### src/spa_pkg.sv
// Package for the setpoint alarm output block: register map, fields, timing
package spa_pkg;

  // Register word offsets (byte addresses)
  localparam logic [7:0] SPA_CTRL0_OFS   = 8'h00;  // Channel 0 control
  localparam logic [7:0] SPA_CTRL1_OFS   = 8'h04;  // Channel 1 control
  localparam logic [7:0] SPA_SETP0_OFS   = 8'h08;  // Channel 0 threshold
  localparam logic [7:0] SPA_SETP1_OFS   = 8'h0C;  // Channel 1 threshold
  localparam logic [7:0] SPA_HYST0_OFS   = 8'h10;  // Channel 0 hysteresis
  localparam logic [7:0] SPA_HYST1_OFS   = 8'h14;  // Channel 1 hysteresis
  localparam logic [7:0] SPA_DLY0_OFS    = 8'h18;  // Channel 0 on/off delays
  localparam logic [7:0] SPA_DLY1_OFS    = 8'h1C;  // Channel 1 on/off delays
  localparam logic [7:0] SPA_STAT_OFS    = 8'h20;  // Output and pending state
  localparam logic [7:0] SPA_IRQ_OFS     = 8'h24;  // Sticky event flags
  localparam logic [7:0] SPA_MASK_OFS    = 8'h28;  // Event mask

  // Control field positions
  localparam int SPA_CTL_EN      = 0;  // Channel enable
  localparam int SPA_CTL_LOW     = 1;  // 1 = low acting
  localparam int SPA_CTL_BAL     = 2;  // 1 = balanced hysteresis
  localparam int SPA_CTL_MODE_LO = 3;  // Reset mode, two bits
  localparam int SPA_CTL_DSPRST  = 5;  // Reset with display reset
  localparam int SPA_CTL_STBY    = 6;  // Power-up standby
  localparam int SPA_CTL_BURN    = 7;  // Burn-out state
  localparam int SPA_CTL_W       = 8;  // Control width

  // Value widths
  localparam int SPA_VAL_W = 18;  // Signed display value
  localparam int SPA_DLY_W = 13;  // Tenths of a second, up to 5999

  // Range limits of programmed values
  localparam logic signed [17:0] SPA_SETP_MIN = -18'sd19999;
  localparam logic signed [17:0] SPA_SETP_MAX = 18'sd99999;
  localparam logic [17:0]        SPA_HYST_MAX = 18'd59999;
  localparam logic [12:0]        SPA_DLY_MAX  = 13'd5999;

  // Reset values
  localparam logic [7:0] SPA_CTRL_RST = 8'h00;

  // Delay tick: 0.1 s at a 20 MHz clock
  localparam int SPA_CLK_HZ   = 20000000;
  localparam int SPA_TICK_MS  = 100;
  localparam int SPA_TICK_CYC = SPA_CLK_HZ / 1000 * SPA_TICK_MS;

  // Reset modes
  typedef enum logic [1:0] {
    SPA_MODE_AUTO,
    SPA_MODE_LATCH,
    SPA_MODE_LATCH_DLY
  } spa_mode_type;

  // Interrupt bits: per channel on-event and off-event
  localparam int SPA_IRQ_W = 4;

  // One channel's configuration bundle
  typedef struct packed {
    logic                        en;
    logic                        low_act;
    logic                        balanced;
    logic [1:0]                  mode;
    logic                        dsp_rst;
    logic                        standby;
    logic                        burn_on;
    logic signed [SPA_VAL_W-1:0] setp;
    logic [SPA_VAL_W-1:0]        hyst;
    logic [SPA_DLY_W-1:0]        on_dly;
    logic [SPA_DLY_W-1:0]        off_dly;
  } spa_cfg_type;

endpackage

### src/spa_top.sv
// Setpoint alarm output block: two channels, delays, reset modes, registers
// Function
// - Two channels, each with its own enable
// - Signed threshold from -19999 to 99999
// - Unsigned hysteresis up to 59999
// - Values share the display's scaling
// - High or low acting selectable
// - Unbalanced release at threshold minus/plus hysteresis
// - On-delay 0.0 to 599.9 seconds
// - Off-delay 0.0 to 599.9 seconds
// - Auto mode: self release, reset forces off
// - Latch mode: cleared only by reset
// - Delayed latch: pending reset clears at release
// - Power-up latched output off below threshold
// - Power cycle discards pending delayed reset
// - Display reset resets output when qualified
// - Standby holds output off until first trigger
// - Probe failure forces programmed burn-out state
`timescale 1ns/1ps

module spa_top
  import spa_pkg::*;
(
  input  wire logic                        clk_sys,     // System clock, 20 MHz
  input  wire logic                        rst_b,       // Async reset, active low
  input  wire logic [7:0]                  addr,        // Register byte address
  input  wire logic [31:0]                 wdata,       // Write data
  input  wire logic                        wr_stb,      // Write strobe
  input  wire logic                        rd_stb,      // Read strobe
  output logic      [31:0]                 rdata,       // Read data, next cycle
  input  wire logic signed [SPA_VAL_W-1:0] disp_value,  // Displayed input value
  input  wire logic                        value_valid, // New sample strobe
  input  wire logic                        value_shown, // Input value on display
  input  wire logic                        man_reset,   // Key or user input pulse
  input  wire logic                        disp_reset,  // Display reset pulse
  input  wire logic                        rst_src_dsp, // Reset source set to display
  input  wire logic                        probe_fail,  // Sensor open or shorted
  output logic      [1:0]                  alarm_out,   // Setpoint outputs
  output logic                             irq          // Level interrupt
);

  // Configuration registers for both channels
  spa_cfg_type               cfg_r [2];
  logic [SPA_IRQ_W-1:0]      irq_stat_r;   // Sticky event flags
  logic [SPA_IRQ_W-1:0]      irq_mask_r;   // Event mask
  logic [SPA_IRQ_W-1:0]      irq_set;      // Event pulses this cycle
  logic [1:0]                out_r;        // Output state per channel
  logic [1:0]                pend_r;       // Pending delayed reset
  logic [1:0]                armed_r;      // Standby released
  logic [1:0]                first_r;      // First sample after power-up
  logic [23:0]               tick_cnt_r;   // Tick divider
  logic                      tick;         // 0.1 s enable pulse
  logic [SPA_DLY_W-1:0]      dcnt_r [2];   // Delay counters
  logic [1:0]                out_nxt;
  logic [1:0]                pend_nxt;
  logic [1:0]                armed_nxt;

  // Tick divider; one pulse each 0.1 s drives all delays
  always_ff @(posedge clk_sys or negedge rst_b) begin
    if (!rst_b) begin
      tick_cnt_r <= 24'h000000;
    end else if (tick) begin
      tick_cnt_r <= 24'h000000;
    end else begin
      tick_cnt_r <= tick_cnt_r + 24'h000001;
    end
  end
  assign tick = (tick_cnt_r == 24'(SPA_TICK_CYC - 1));

  // Register writes; out-of-range values clipped so compares stay sane
  always_ff @(posedge clk_sys or negedge rst_b) begin
    if (!rst_b) begin
      for (int i = 0; i < 2; i++) begin
        cfg_r[i] <= '0;
      end
    end else if (wr_stb) begin
      for (int i = 0; i < 2; i++) begin
        if (addr == SPA_CTRL0_OFS + 8'(4 * i)) begin
          cfg_r[i].en       <= wdata[SPA_CTL_EN];
          cfg_r[i].low_act  <= wdata[SPA_CTL_LOW];
          cfg_r[i].balanced <= wdata[SPA_CTL_BAL];
          cfg_r[i].mode     <= wdata[SPA_CTL_MODE_LO +: 2];
          cfg_r[i].dsp_rst  <= wdata[SPA_CTL_DSPRST];
          cfg_r[i].standby  <= wdata[SPA_CTL_STBY];
          cfg_r[i].burn_on  <= wdata[SPA_CTL_BURN];
        end
        if (addr == SPA_SETP0_OFS + 8'(4 * i)) begin
          // Threshold clamped into its range
          if ($signed(wdata[17:0]) < SPA_SETP_MIN) begin
            cfg_r[i].setp <= SPA_SETP_MIN;
          end else if ($signed(wdata[17:0]) > SPA_SETP_MAX) begin
            cfg_r[i].setp <= SPA_SETP_MAX;
          end else begin
            cfg_r[i].setp <= $signed(wdata[17:0]);
          end
        end
        if (addr == SPA_HYST0_OFS + 8'(4 * i)) begin
          cfg_r[i].hyst <= (wdata[17:0] > SPA_HYST_MAX) ? SPA_HYST_MAX : wdata[17:0];
        end
        if (addr == SPA_DLY0_OFS + 8'(4 * i)) begin
          cfg_r[i].on_dly  <= (wdata[12:0] > SPA_DLY_MAX) ? SPA_DLY_MAX : wdata[12:0];
          cfg_r[i].off_dly <= (wdata[28:16] > SPA_DLY_MAX) ? SPA_DLY_MAX : wdata[28:16];
        end
      end
    end
  end

  // Per-channel compare and state decisions
  logic [1:0] on_cond;   // Turn-on condition met
  logic [1:0] off_cond;  // Release condition met
  logic [1:0] rst_hit;   // Qualified manual or display reset
  always_comb begin
    logic signed [19:0] sp;
    logic signed [19:0] hy;
    logic signed [19:0] v;
    logic signed [19:0] on_pt;
    logic signed [19:0] off_pt;
    sp = 20'sd0;
    hy = 20'sd0;
    v = 20'sd0;
    on_pt = 20'sd0;
    off_pt = 20'sd0;
    for (int i = 0; i < 2; i++) begin
      sp = 20'(cfg_r[i].setp);
      hy = $signed({2'b00, cfg_r[i].hyst});
      v  = 20'(disp_value);
      // Balanced splits the band; unbalanced puts it all on release side
      if (cfg_r[i].balanced) begin
        on_pt  = cfg_r[i].low_act ? sp - (hy >>> 1) : sp + (hy >>> 1);
        off_pt = cfg_r[i].low_act ? sp + (hy >>> 1) : sp - (hy >>> 1);
      end else begin
        on_pt  = sp;
        off_pt = cfg_r[i].low_act ? sp + hy : sp - hy;
      end
      if (cfg_r[i].low_act) begin
        on_cond[i]  = (v <= on_pt);
        off_cond[i] = (v > off_pt);
      end else begin
        on_cond[i]  = (v >= on_pt);
        off_cond[i] = (v < off_pt);
      end
      rst_hit[i] = man_reset
                 | (disp_reset & cfg_r[i].dsp_rst & rst_src_dsp & value_shown);
    end
  end

  // Delay counters; restart whenever the qualifying condition drops
  always_ff @(posedge clk_sys or negedge rst_b) begin
    if (!rst_b) begin
      dcnt_r[0] <= 13'h0000;
      dcnt_r[1] <= 13'h0000;
    end else begin
      for (int i = 0; i < 2; i++) begin
        if (!out_r[i] && !on_cond[i]) begin
          dcnt_r[i] <= 13'h0000;
        end else if (out_r[i] && !off_cond[i]) begin
          dcnt_r[i] <= 13'h0000;
        end else if (out_r[i] != out_nxt[i]) begin
          dcnt_r[i] <= 13'h0000;
        end else if (tick && dcnt_r[i] != SPA_DLY_MAX) begin
          dcnt_r[i] <= dcnt_r[i] + 13'h0001;
        end
      end
    end
  end

  // Output next-state logic per reset mode
  always_comb begin
    logic on_due;
    logic off_due;
    on_due = 1'b0;
    off_due = 1'b0;
    out_nxt = out_r;
    pend_nxt = pend_r;
    armed_nxt = armed_r;
    for (int i = 0; i < 2; i++) begin
      on_due  = on_cond[i] && (dcnt_r[i] >= cfg_r[i].on_dly);
      off_due = off_cond[i] && (dcnt_r[i] >= cfg_r[i].off_dly);
      if (!cfg_r[i].en) begin
        out_nxt[i] = 1'b0;
        pend_nxt[i] = 1'b0;
      end else if (value_valid && first_r[i]) begin
        // First sample after power-up: below threshold starts off
        if (disp_value < cfg_r[i].setp) begin
          out_nxt[i] = 1'b0;
        end
        pend_nxt[i] = 1'b0;
      end else if (!out_r[i]) begin
        if (value_valid && on_due && (armed_r[i] || !cfg_r[i].standby)) begin
          out_nxt[i] = 1'b1;
        end
        if (value_valid && on_cond[i]) begin
          armed_nxt[i] = 1'b1;
        end
      end else begin
        case (spa_mode_type'(cfg_r[i].mode))
          SPA_MODE_AUTO: begin
            if (rst_hit[i] || (value_valid && off_due)) begin
              out_nxt[i] = 1'b0;
            end
          end
          SPA_MODE_LATCH: begin
            if (rst_hit[i]) begin
              out_nxt[i] = 1'b0;
            end
          end
          SPA_MODE_LATCH_DLY: begin
            if (rst_hit[i]) begin
              pend_nxt[i] = 1'b1;
            end
            if ((pend_r[i] || rst_hit[i]) && value_valid && off_due) begin
              out_nxt[i] = 1'b0;
              pend_nxt[i] = 1'b0;
            end
          end
          default: begin
            out_nxt[i] = out_r[i];
          end
        endcase
      end
    end
  end

  // Output, pending and standby state
  always_ff @(posedge clk_sys or negedge rst_b) begin
    if (!rst_b) begin
      out_r   <= 2'h0;
      pend_r  <= 2'h0;
      armed_r <= 2'h0;
      first_r <= 2'h3;
    end else begin
      out_r   <= out_nxt;
      pend_r  <= pend_nxt;
      armed_r <= armed_nxt;
      if (value_valid) begin
        first_r <= 2'h0;
      end
    end
  end

  // Output pins; burn-out state overrides on probe failure
  always_ff @(posedge clk_sys or negedge rst_b) begin
    if (!rst_b) begin
      alarm_out <= 2'h0;
    end else begin
      for (int i = 0; i < 2; i++) begin
        if (!cfg_r[i].en) begin
          alarm_out[i] <= 1'b0;
        end else if (probe_fail) begin
          alarm_out[i] <= cfg_r[i].burn_on;
        end else begin
          alarm_out[i] <= out_nxt[i];
        end
      end
    end
  end

  // Events: on-edge in bits 0/1, off-edge in bits 2/3
  assign irq_set = {out_r & ~out_nxt, ~out_r & out_nxt};

  // Sticky flags, write one to clear; a new event beats the clear
  always_ff @(posedge clk_sys or negedge rst_b) begin
    if (!rst_b) begin
      irq_stat_r <= 4'h0;
      irq_mask_r <= 4'h0;
    end else begin
      if (wr_stb && addr == SPA_IRQ_OFS) begin
        irq_stat_r <= (irq_stat_r & ~wdata[3:0]) | irq_set;
      end else begin
        irq_stat_r <= irq_stat_r | irq_set;
      end
      if (wr_stb && addr == SPA_MASK_OFS) begin
        irq_mask_r <= wdata[3:0];
      end
    end
  end
  assign irq = |(irq_stat_r & irq_mask_r);

  // Read data, registered; unmapped addresses read zero
  always_ff @(posedge clk_sys or negedge rst_b) begin
    if (!rst_b) begin
      rdata <= 32'h00000000;
    end else if (rd_stb) begin
      case (addr)
        SPA_CTRL0_OFS, SPA_CTRL1_OFS: begin
          rdata <= {24'h000000, cfg_r[addr[2]].burn_on, cfg_r[addr[2]].standby,
                    cfg_r[addr[2]].dsp_rst, cfg_r[addr[2]].mode,
                    cfg_r[addr[2]].balanced, cfg_r[addr[2]].low_act, cfg_r[addr[2]].en};
        end
        SPA_SETP0_OFS, SPA_SETP1_OFS: begin
          rdata <= 32'(cfg_r[addr[2]].setp);
        end
        SPA_HYST0_OFS, SPA_HYST1_OFS: begin
          rdata <= {14'h0000, cfg_r[addr[2]].hyst};
        end
        SPA_DLY0_OFS, SPA_DLY1_OFS: begin
          rdata <= {3'h0, cfg_r[addr[2]].off_dly, 3'h0, cfg_r[addr[2]].on_dly};
        end
        SPA_STAT_OFS: begin
          rdata <= {26'h0000000, armed_r, pend_r, alarm_out};
        end
        SPA_IRQ_OFS: begin
          rdata <= {28'h0000000, irq_stat_r};
        end
        SPA_MASK_OFS: begin
          rdata <= {28'h0000000, irq_mask_r};
        end
        default: begin
          rdata <= 32'h00000000;
        end
      endcase
    end else begin
      rdata <= 32'h00000000;
    end
  end

  // Checks
  a_disabled_off: assert property (@(posedge clk_sys) disable iff (!rst_b)
    !cfg_r[0].en |=> !alarm_out[0]) else $error("disabled channel 0 drove output");
  a_burn_state: assert property (@(posedge clk_sys) disable iff (!rst_b)
    cfg_r[1].en && probe_fail |=> alarm_out[1] == $past(cfg_r[1].burn_on))
    else $error("burn-out state not applied");
  a_latch_reset: assert property (@(posedge clk_sys) disable iff (!rst_b)
    cfg_r[1].en && out_r[1] && man_reset && !first_r[1]
    && cfg_r[1].mode == 2'(SPA_MODE_LATCH)
    |=> !out_r[1]) else $error("latch reset did not clear");
  a_auto_reset: assert property (@(posedge clk_sys) disable iff (!rst_b)
    cfg_r[0].en && out_r[0] && man_reset && cfg_r[0].mode == 2'(SPA_MODE_AUTO)
    |=> !out_r[0]) else $error("auto reset did not clear");
  a_latch_hold: assert property (@(posedge clk_sys) disable iff (!rst_b)
    cfg_r[1].en && out_r[1] && !rst_hit[1] && !first_r[1]
    && cfg_r[1].mode == 2'(SPA_MODE_LATCH) |=> out_r[1]) else $error("latch dropped");
  a_pend_set: assert property (@(posedge clk_sys) disable iff (!rst_b)
    cfg_r[1].en && out_r[1] && man_reset && !value_valid
    && cfg_r[1].mode == 2'(SPA_MODE_LATCH_DLY) |=> pend_r[1] && out_r[1])
    else $error("delayed reset not pending");
  a_on_delay: assert property (@(posedge clk_sys) disable iff (!rst_b)
    $rose(out_r[0]) |-> $past(dcnt_r[0]) >= $past(cfg_r[0].on_dly))
    else $error("output rose before on-delay");
  a_tick_period: assert property (@(posedge clk_sys) disable iff (!rst_b)
    tick |=> !tick [*8]) else $error("tick too frequent");
  a_dsp_gate: assert property (@(posedge clk_sys) disable iff (!rst_b)
    !man_reset && !value_shown |-> rst_hit == 2'h0) else $error("ungated display reset");
  c_turn_on: cover property (@(posedge clk_sys) disable iff (!rst_b) $rose(out_r[0]));
  c_delayed_clear: cover property (@(posedge clk_sys) disable iff (!rst_b)
    pend_r[1] ##1 !pend_r[1] && !out_r[1]);
  c_burn_out: cover property (@(posedge clk_sys) disable iff (!rst_b)
    probe_fail && alarm_out[0]);

endmodule

### config.mk
export PLATFORM = sky130hd
export DESIGN_NAME = spa_top
export DESIGN_NICKNAME = d
export VERILOG_FILES = /design/src/spa_pkg.sv /design/src/spa_top.sv
export SDC_FILE = /design/constraint.sdc
export NUM_CORES = 1
export LEC_CHECK = 0
export BUFFER_PORTS_ARGS = -buffer_cell sky130_fd_sc_hd__buf_4
export CAP_MARGIN = 5
export CORE_MARGIN = 2
export CORE_UTILIZATION = 50
export CTS_BUF_LIST = sky130_fd_sc_hd__clkbuf_8 sky130_fd_sc_hd__clkbuf_16
export DETAILED_ROUTE_END_ITERATION = 6
export PLACE_DENSITY = 0.7
export SYNTH_ARGS = -nofsm -noshare
export SYNTH_HDL_FRONTEND = slang
export SYNTH_SLANG_ARGS = --single-unit
### constraint.sdc
create_clock -name clk_sys -period 5.83 [get_ports clk_sys]
set_input_delay 0.583 -clock clk_sys [delete_from_list [all_inputs] [get_ports clk_sys]]
set_output_delay 0.583 -clock clk_sys [all_outputs]
set_load 0.1 [all_outputs]
# After elaboration in Yosys (flattened, before gate mapping)
# Cells that the tools add are included.
dict set report totals {
  latchBits 0
  in_bits 68
  ff_bits 240
  elab_cells 243
  mem_bits_ro 0
  mem_count 0
  output_inout_bits 35
  ramBits 0
}
dict set report op_classes {
  bitwise_logic 22
  n_mux 68
  magnitude_cmp 20
  n_addsub 11
  eq_ne 25
  shift 0
  n_mul 0
  n_div 0
  reduce_logical 62
}
# operator count
set ops {}
lappend ops {{$pmux W32 S7} 1}
lappend ops {{$mux W70} 3}
lappend ops {{$mux W20} 10}
lappend ops {{$mux W13} 10}
lappend ops {{$mux W18} 3}
lappend ops {{$ge A13 B13 Y1} 4}
lappend ops {{$add A18 B19 Y20} 2}
lappend ops {{$ge A18 B20 Y1} 2}
lappend ops {{$gt A18 B20 Y1} 2}
lappend ops {{$le A18 B20 Y1} 2}
lappend ops {{$lt A18 B20 Y1} 2}
lappend ops {{$sub A18 B19 Y20} 2}
lappend ops {{$add A18 B18 Y19} 2}
lappend ops {{$sub A18 B18 Y19} 2}
lappend ops {{$lt A18 B18 Y1} 2}
lappend ops {{$mux W1} 36}
lappend ops {{$eq A8 B5 Y1 const B} 4}
lappend ops {{$mux W32} 1}
lappend ops {{$add A13 B1 Y13 const B} 2}
lappend ops {{$gt A13 B13 Y1 const B} 2}
lappend ops {{$logic_and A1 B1 Y1} 26}
lappend ops {{$ne A13 B13 Y1 const B} 2}
lappend ops {{$add A24 B1 Y24 const B} 1}
lappend ops {{$eq A24 B21 Y1 const B} 1}
lappend ops {{other kinds (34)} 84}

# Logic depth before layout (Yosys ltp)
# Gate-level depths: netlist of run 1.
dict set report depth {
  word_depth 17
  depth_mapped 28
  depth_no_buf 27
}

# Least setup slack after synthesis of run 1
# No wires, ideal clock.
dict set report synth_timing {
  kind {reg2reg}
  startpoint {register cfg_r[68] (netlist bit)}
  endpoint {register dcnt_r[10] (netlist bit)}
  arrival_time_ns 5.871
  slack_ns -0.162
  path_buffers 5
  period_less_slack_ns 5.992
  stages_incl_launch_ff 29
  required_time_ns 5.709
  cell_sequence {dfrtp_1 -> clkbuf_1 -> clkbuf_1 -> clkbuf_1 -> clkbuf_1 -> nor2_1 -> xnor2_1 -> ha_1 -> nor2b_4 -> o31ai_2 -> a211oi_1 -> o31ai_4 -> o21a_1 -> a21oi_1 -> or4_1 -> a31oi_1 -> ha_1 -> and4_1 -> and3_1 -> nand4b_1 -> o31a_1 -> o211ai_1 -> nor4b_2 -> o2111a_1 -> nand2_1 -> ha_1 -> o211ai_1 -> buf_2 -> nor2_1}
}
dict set report synth_via {
  elab_chain_cells 16
  elab_cells_between_ends 34
  classes_between {order compare: 4; eq/ne: 1; mux: 17; reduce/logical: 12}
}
# item line_no
set synth_rtl {}
lappend synth_rtl {{from (decl)} spa_top.sv:43} ;# spa_cfg_type cfg_r [2];
lappend synth_rtl {{$mux W20 (on tied branches)} {spa_top.sv:133, spa_top.sv:130}}
lappend synth_rtl {{$mux W20} spa_top.sv:128} ;# if (cfg_r[i].balanced) begin
lappend synth_rtl {{$lt A18 B20 Y1 or $gt A18 B20 Y1 (tied branches)} {spa_top.sv:140, spa_top.sv:137}}
lappend synth_rtl {{$mux W1} spa_top.sv:135} ;# if (cfg_r[i].low_act) begin
lappend synth_rtl {{$logic_and A1 B1 Y1} spa_top.sv:178} ;# off_due = off_cond[i] && (dcnt_r[i] >= cfg_r[i].off_dly);
lappend synth_rtl {{$logic_and A1 B1 Y1} spa_top.sv:198} ;# if (rst_hit[i] || (value_valid && off_due)) begin
lappend synth_rtl {{$logic_or A1 B1 Y1} spa_top.sv:198}
lappend synth_rtl {{$mux W1} spa_top.sv:198}
lappend synth_rtl {{$pmux W1 S3} spa_top.sv:196} ;# case (spa_mode_type'(cfg_r[i].mode))
lappend synth_rtl {{$mux W1 (*)} spa_top.sv:188} ;# end else if (!out_r[i]) begin
lappend synth_rtl {{$mux W1 (*)} spa_top.sv:182} ;# end else if (value_valid && first_r[i]) begin
lappend synth_rtl {{$mux W1 (*)} spa_top.sv:179} ;# if (!cfg_r[i].en) begin
lappend synth_rtl {{via out_nxt[1]} spa_top.sv:54} ;# logic [1:0] out_nxt;
lappend synth_rtl {{$ne A1 B1 Y1 (*)} spa_top.sv:158} ;# end else if (out_r[i] != out_nxt[i]) begin
lappend synth_rtl {{$mux W13} spa_top.sv:158}
lappend synth_rtl {{$mux W13} spa_top.sv:156} ;# end else if (out_r[i] && !off_cond[i]) begin
lappend synth_rtl {{$mux W13} spa_top.sv:154} ;# if (!out_r[i] && !on_cond[i]) begin
lappend synth_rtl {{to (signal, indexed assignment)} spa_top.sv:161} ;# dcnt_r[i] <= dcnt_r[i] + 13'h0001;
lappend synth_rtl {{to (decl)} spa_top.sv:53} ;# logic [SPA_DLY_W-1:0] dcnt_r [2];
# The timed path passes the listed nets; every way through them passes the cells marked *.
# A chain may end at the register's enable or synchronous reset.

# Worst setup path in the final report of run 1
dict set report layout_timing {
  startpoint {register cfg_r[27] (netlist bit)}
  endpoint {register dcnt_r[2] (netlist bit)}
}
dict set report layout_via {
  elab_chain_cells 17
  elab_cells_between_ends 38
  classes_between {add/sub: 4; order compare: 4; eq/ne: 1; mux: 17; reduce/logical: 12}
}
# item line_no
set layout_rtl {}
lappend layout_rtl {{$sub A18 B19 Y20, or another cell as far along} spa_top.sv:133} ;# off_pt = cfg_r[i].low_act ? sp + hy : sp - hy;
lappend layout_rtl {{$mux W20 (on tied branches)} {spa_top.sv:133, spa_top.sv:130}}
lappend layout_rtl {{$mux W20} spa_top.sv:128}
lappend layout_rtl {{$lt A18 B20 Y1 or $gt A18 B20 Y1 (tied branches)} {spa_top.sv:140, spa_top.sv:137}}
lappend layout_rtl {{$mux W1} spa_top.sv:135}
lappend layout_rtl {{$logic_and A1 B1 Y1} spa_top.sv:178}
lappend layout_rtl {{$logic_and A1 B1 Y1} spa_top.sv:198}
lappend layout_rtl {{$logic_or A1 B1 Y1} spa_top.sv:198}
lappend layout_rtl {{[2 not listed]} n/a}
lappend layout_rtl {{$mux W1 (*)} spa_top.sv:188}
lappend layout_rtl {{$mux W1 (*)} spa_top.sv:182}
lappend layout_rtl {{$mux W1 (*)} spa_top.sv:179}
lappend layout_rtl {{via out_nxt[1]} spa_top.sv:54}
lappend layout_rtl {{$ne A1 B1 Y1 (*)} spa_top.sv:158}
lappend layout_rtl {{$mux W13} spa_top.sv:158}
lappend layout_rtl {{$mux W13} spa_top.sv:156}
lappend layout_rtl {{$mux W13} spa_top.sv:154}
# Marks and branches as above.

==> results of run 1 <==
[worst max-delay path by stage]
stage,endpoint,cells after the start,from
final,dcnt_r[2]$_DFFE_PN0P_,29,cfg_r[27]$_DFFE_PN0P_
after global routing,dcnt_r[17]$_DFFE_PN0P_,29,cfg_r[97]$_DFFE_PN0P_
after CTS,dcnt_r[0]$_DFFE_PN0P_,26,cfg_r[27]$_DFFE_PN0P_
after global placement,dcnt_r[22]$_DFFE_PN0P_,30,cfg_r[96]$_DFFE_PN0P_
after floorplan,dcnt_r[10]$_DFFE_PN0P_,28,cfg_r[68]$_DFFE_PN0P_
after detailed placement,dcnt_r[25]$_DFFE_PN0P_,25,cfg_r[97]$_DFFE_PN0P_
[power breakdown]
group	total (uW)	switching [uW]	internal [uW]
Clock	1750	731	1020
Combinational	2550	1440	1110
Sequential	1810	92.6	1710
Total	6100	2260	3840
[critical path: cells and delay by family (launching register included)]
family | cells | cell delay, ns
AO/OA/AOI/OAI | 11 | 2.02
buffers and inverters | 6 | 0.83
adder cells (fa/ha/maj) | 3 | 0.97
AND/OR/NAND/NOR | 8 | 1.40
XOR/XNOR | 1 | 0.14
flip-flops | 1 | 0.41
[metrics by stage]
step                utilization, %  power (uW)  hold slack, ns  worst slack [ns]  area, sq um
floorplan                        -        3344          0.2874           0.01690        21900
detailed placement           55.70        4088          0.4716           -0.2282        24050
global placement             55.70        4025          0.4637          -0.02581        24050
global route                 60.35        6389          0.1366           -0.2854        26050
finish                       60.35        6100         0.03922          -0.07472        26050
CTS                          58.17        5849          0.1249          0.001311        25110
[Yosys cell counts (6+ instances only)]
library cell  number
and4_1             9
a31oi_1           42
a211o_1            9
o2111ai_1          6
o21a_1            29
dfrtp_1          236
a311oi_1           9
nand3b_1           6
a211oi_1          31
a221oi_1          19
mux2_2            34
nand2_1          254
o31ai_1            9
nand2b_1          34
nand3_1           67
buf_1             14
a21o_1            52
o31a_1             6
and3_1            24
or4_1              7
ha_1             279
o21ai_1           10
nor2b_1           27
a22oi_1           29
nor3_1            59
xnor2_1          114
o21bai_1          10
o211ai_1          27
o21ai_0          247
a21oi_1          154
or3_1             19
and2_1            14
mux2i_1           64
nor2_1           230
xor2_1            46
inv_1            183
clkbuf_1          81
nor4_1            12
nor3b_1            7
nand4_1           33
fa_1               6
[sequential cells by signal (all words and copies together), names as in the netlist]
signal      count
tick_cnt_r     24
irq_mask_r      4
rdata          30
alarm_out       2
irq_stat_r      4
cfg_r         140
armed_r         2
out_r           2
first_r         1
pend_r          2
dcnt_r         26
[metal layers]
| layer | global-route usage (%) | vias to the layer above | wire length (microns) |
|---|---|---|---|
| li1 | - | 9948 | - |
| met1 | 45.13 | 10230 | 32650 |
| met2 | 50.08 | 981 | 33370 |
| met3 | 3.765 | 202 | 5762 |
| met4 | 15.95 | 0 | 4393 |
| met5 | 0 | - | 0 |
[cell families (layout without fill, tap and decap cells)]
| group | Yosys count | count (layout) |
|---|---|---|
| buffers and inverters | 292 | 511 |
| DFF | 237 | 237 |
| AOI/OAI and AO/OA | 753 | 753 |
| adders and majority gates | 285 | 285 |
| other | 0 | 2 |
| muxes | 98 | 98 |
| xor gates and xnor gates | 160 | 160 |
| and+or+nand+nor | 827 | 827 |
[cell type report]
type | count | share of cell area (%)
multi-input cells | 2123 | 59.90
well taps | 585 | 2.810
repair buffers | 279 | 8.347
diodes | 2 | 0.01921
flip-flops and latches | 237 | 22.79
clock inverters | 16 | 0.7012
inverters | 185 | 2.665
clock buffers | 31 | 2.762
[timing repair]
action	CTS	global route
setup buffers	7	29
pin swaps	14	90
resized for setup	24	167
endpoints found under the setup margin	27	30
hold endpoints to repair	0	0
gates cloned	1	1
==> flow_metrics.py, run 1 <==
metrics = {
    "clocking": {
        "cts.hold.buffers_added": 0,
        "cts_buffers": 26,
        "clkTransAtPathRegs_ns": 0.06,
        "clockBufferDepth": 3,
        "clk_latency_ns": 0.58,
        "clock-sinks": 237,
        "cts_tree": "done",
        "h-tree-depth": 1,
        "cts-root-buf": "clkbuf_16",
    },
    "floorplan": {
        "ios": 103,
        "fp-row-count": 76,
        "die_w_microns": 213.3,
        "initial_core_util_pct": 50.72,
        "die_y_microns": 213.3,
        "die_area_sq_um": 45480,
        "coreArea_sq_um": 43170,
    },
    "critical_path": {
        "cp_max_fo": 7,
        "critPathArrivalTime_ns": 6.39,
        "crit_type": "register to register",
        "slowest_stage": "dfrtp_1",
        "cpPeakStageDelay_ns": 0.41,
        "worst_r2r_path_depth": 29,
        "critical_path.endpoint_type": "register",
        "start_kind": "register",
        "r2r_start": "cfg_r[27]$_DFFE_PN0P_",
        "reg2reg_to": "dcnt_r[2]$_DFFE_PN0P_",
        "crit_top_cell": "o211ai_1",
        "required_ns": 6.32,
        "r2r_slack_ns": -0.07,
    },
    "power": {
        "pwr_density_cell_nw_per_um2": 234.2,
        "peakVddDrop_v": 0.0002469,
        "power_leakage_uw": 0.01167,
    },
    "sta": {
        "rsz0062_at_grt": "true",
        "slew_headroom_pct": 20.28,
        "final.setup.tns_ns": -0.6342,
        "max_freq_mhz": 169.4,
        "finalHoldViolCount": 0,
        "post-route-period-util_pct": 101.3,
        "fin_crit_ns": 5.905,
        "tightest_slew_ns": 1.196,
        "setup_viol": 16,
        "skew_ns": 0.03323,
        "slew_violations": 0,
        "fin_ws_ns": -0.07472,
    },
    "drt": {
        "via_per_inst": 6.176,
        "wl_microns": 76170,
        "drc": 0,
        "vias": 21360,
        "routedWlPerCell_microns": 22.03,
        "drt_iter0_markers": 1930,
        "first_pass_iters": 7,
        "antenna_left": 0,
    },
    "yosys": {
        "synth_ff_type": "dfrtp_1",
        "synth_edf_count": 0,
        "synthesis.nets": 3005,
        "yosysTopAreaCell": "dfrtp_1",
        "synth_area_sq_um": 21900,
        "async_flop_share_pct": 100.0,
        "synth_top_family_by_area": "compound AO/OA/AOI/OAI gates",
        "yosys.area_share.adder_pct": 16.49,
        "synth_area_leaders": "dfrtp_1 27%, ha_1 16%, o21ai_0 5.6%",
        "ys_seq_elements": 237,
        "ys_seq_area_share_pct": 27.09,
        "synthSimpleGateAreaFrac_pct": 18.03,
        "synth.top_cell.area_share_pct": 26.97,
        "yosys_warnings": 0,
        "synth.distinct_cells": 98,
        "synth_compound_area_share_pct": 22.10,
        "synth_cells": 2652,
        "synthMuxAreaShare_pct": 4.674,
        "synth-xor-area-share_pct": 6.400,
        "syn_avg_cell_area_sq_um": 8.257,
    },
    "place": {
        "dp_cells": 3375,
        "hpwl_microns": 58560,
        "io_buffer_count": 99,
        "gp_congestion": 1.040,
    },
    "run": {
        "drv_cap": 0,
    },
    "cells_and_area": {
        "nFillCells": 3818,
        "final_cell_mix": "267 x buf_4, 265 x ha_1, 252 x nand2_1",
        "final_common_cell": "buf_4",
        "register_area_sq_um": 5938,
        "instances_no_fill": 3458,
        "multiInputGateArea_sq_um": 15610,
        "nNetsFinal": 3205,
        "syn_to_final_growth_pct": 18.98,
        "drive_above_1_share_pct": 18.50,
    },
    "outcome": {
        "status": "complete, but fails checks",
        "violations": "setup timing",
    },
    "grt": {
        "antenna_found_initial": 3,
        "grt_overflow": 0,
        "track_usage_pct": 32.44,
        "grt_max_degree": 112,
        "grt_pass1_wl_microns": 114200,
        "first_global_vias": 20320,
    },
    "min_path": {
        "hold_class": "input pin to async pin",
    },
}
No activity file was read; power rests on OpenSTA's default activity.
==> run 2: changes to the inputs <==
PLACE_DENSITY = 0.67   (was 0.7)
clock period = 7 ns   (was 5.83 ns; I/O delays follow)
==> flow_metrics.py, run 2 (synthesized netlist as in run 1, its figures left out) <==
metrics = {
    "critical_path": {
        "cp-endpoint": "dcnt_r[1]$_DFFE_PN0P_",
        "critPathArrivalTime_ns": 7.23,
        "critPathLaunch": "cfg_r[27]$_DFFE_PN0P_",
        "reg2reg_to": "dcnt_r[1]$_DFFE_PN0P_",
        "r2r_slack_ns": 0.21,
        "cp_max_fo": 13,
        "r2r_start": "cfg_r[27]$_DFFE_PN0P_",
        "required_ns": 7.44,
        "start_kind": "register",
        "crit_type": "register to register",
        "worst_r2r_path_depth": 27,
        "critical_path.endpoint_type": "register",
    },
    "cells_and_area": {
        "instances_no_fill": 3315,
        "largest_reg_flops": 140,
        "antenna_cells": 0,
        "drive_above_1_share_pct": 9.670,
        "final_common_cell": "ha_1",
        "syn_to_final_growth_pct": 10.73,
        "final_cell_mix": "279 x ha_1, 254 x nand2_1, 246 x o21ai_0",
        "nNetsFinal": 3061,
        "largest-register": "cfg_r",
        "top_regs": "cfg_r: 140 flops, rdata: 30 flops, dcnt_r: 26 flops",
    },
    "sta": {
        "post-route-period-util_pct": 97.07,
        "skew_ns": 0.01839,
        "slew_violations": 0,
        "max_freq_mhz": 147.2,
        "tightest_slew_ns": 1.320,
        "finalHoldViolCount": 0,
        "whs_ns": 0.08728,
        "slew_headroom_pct": 11.78,
        "setup_viol": 0,
        "fin_crit_ns": 6.795,
    },
    "grt": {
        "grt_max_degree": 66,
        "grt_pass1_wl_microns": 109700,
        "grt_overflow": 0,
        "first_global_vias": 19040,
        "track_usage_pct": 31.32,
        "antenna_found_initial": 0,
    },
    "power": {
        "power_leakage_uw": 0.01092,
        "total_power_uw": 4888,
        "peakVddDrop_v": 0.0002616,
        "pwr_density_cell_nw_per_um2": 201.6,
    },
    "drt": {
        "drc": 0,
        "first_pass_iters": 6,
        "vias": 20330,
        "wl_microns": 71360,
        "routedWlPerCell_microns": 21.53,
        "via_per_inst": 6.133,
        "drt_iter0_markers": 1693,
        "antenna_left": 0,
    },
    "place": {
        "io_buffer_count": 99,
        "gp_congestion": 0.9741,
        "dp_cells": 3262,
        "hpwl_microns": 56230,
    },
    "run": {
        "drv_cap": 0,
    },
    "floorplan": {
        "die_y_microns": 213.3,
        "fp-row-count": 76,
        "die_w_microns": 213.3,
        "ios": 103,
        "initial_core_util_pct": 50.72,
        "die_area_sq_um": 45480,
        "coreArea_sq_um": 43170,
    },
    "min_path": {
        "hold_class": "input pin to async pin",
    },
    "clocking": {
        "cts.hold.buffers_added": 0,
        "clock-sinks": 237,
        "cts_tree": "done",
        "clockBufferDepth": 3,
        "h-tree-depth": 1,
        "clk_latency_ns": 0.57,
        "cts_buffers": 28,
        "cts-root-buf": "clkbuf_16",
        "clkTransAtPathRegs_ns": 0.06,
    },
    "outcome": {
        "status": "complete, no violations",
    },
}
[run 2: changes by cell type in the layout (fill, tap and decap cells not counted), moves of 9 or more]
cell and change:
a21oi_1 +13, a21oi_2 -11, buf_4 -135, ha_1 +14, inv_1 +11, nor2_1 +27, nor2_2 -9, nor2_4 -18
[run 2: worst min path at each step]
stage	from	to	slack, ns	depth (start not counted)
after detailed placement	tick_cnt_r[23]$_DFF_PN0_	tick_cnt_r[23]$_DFF_PN0_	0.47	1
after CTS	rst_b	cfg_r[31]$_DFFE_PN0P_	0.09	1
after floorplan	rst_b	alarm_out[0]$_DFF_PN0_	0.40	0
after global placement	tick_cnt_r[23]$_DFF_PN0_	tick_cnt_r[23]$_DFF_PN0_	0.46	1
final	rst_b	tick_cnt_r[12]$_DFF_PN0_	0.09	1
after global routing	rst_b	cfg_r[31]$_DFFE_PN0P_	0.12	1
[run 2: critical path: stages, from the launching register on]
cell and delay, ns:
dfrtp_2 0.48, inv_1 0.13, ha_1 0.19, and3_1 0.30, a21oi_1 0.12, xnor2_1 0.16
ha_1 0.33, o21a_1 0.17, o211ai_1 0.12, o21ai_1 0.25, nand4_1 0.22, a31oi_2 0.29
a31oi_2 0.18, or4_1 0.49, o211ai_1 0.11, ha_1 0.22, and4_1 0.27, nand3_1 0.24
a211o_1 0.40, nand3_1 0.12, o211ai_1 0.27, nor4b_4 0.39, o2111a_1 0.32, nand2_1 0.10
ha_1 0.34, o211ai_1 0.12, buf_4 0.26, nor2_1 0.08
[run 2: through the flow]
stage | utilization [%] | TNS, ns | setup slack, ns | instance area (sq um)
CTS | 56.05 | 0 | 0.1491 | 24200
floorplan | - | 0 | 1.008 | 21900
finish | 56.16 | 0 | 0.2053 | 24250
detailed placement | 53.71 | -0.9651 | -0.08302 | 23190
global route | 56.16 | -0.02422 | -0.01392 | 24250
global placement | 53.71 | 0 | 0.1539 | 23190
[run 2: final cells by class]
| class | count | area [sq um] |
|---|---|---|
| Multi-Input combinational cell | 2123 | 14880 |
| Sequential cell | 237 | 5936 |
| Fill cell | 4061 | 18930 |
| Clock inverter | 19 | 232.7 |
| Tap cell | 585 | 732.0 |
| Inverter | 185 | 694.4 |
| Timing Repair Buffer | 133 | 1006 |
| Clock buffer | 33 | 769.5 |
[run 2: timing repair]
item / CTS / global route
setup endpoints to repair: 13 / 26
gates resized for setup: 1 / 9
setup buffers: 0 / 1
pin swaps: 0 / 2
[run 2: layer usage]
| metal | GRT usage (%) | up-vias | share of wire (%) |
|---|---|---|---|
| li1 | - | 9659 | - |
| met1 | 45.66 | 9769 | 46 |
| met2 | 47.70 | 759 | 43 |
| met3 | 3.353 | 145 | 6.9 |
| met4 | 11.83 | 0 | 4.5 |
| met5 | 0 | - | 0 |
[run 2: where the power goes]
part,switching [uW],leakage (uW),internal (uW)
logic,1060,0.00717,730
clock network,612,0.000516,966
registers,90.2,0.00323,1430
total,1760,0.0109,3120
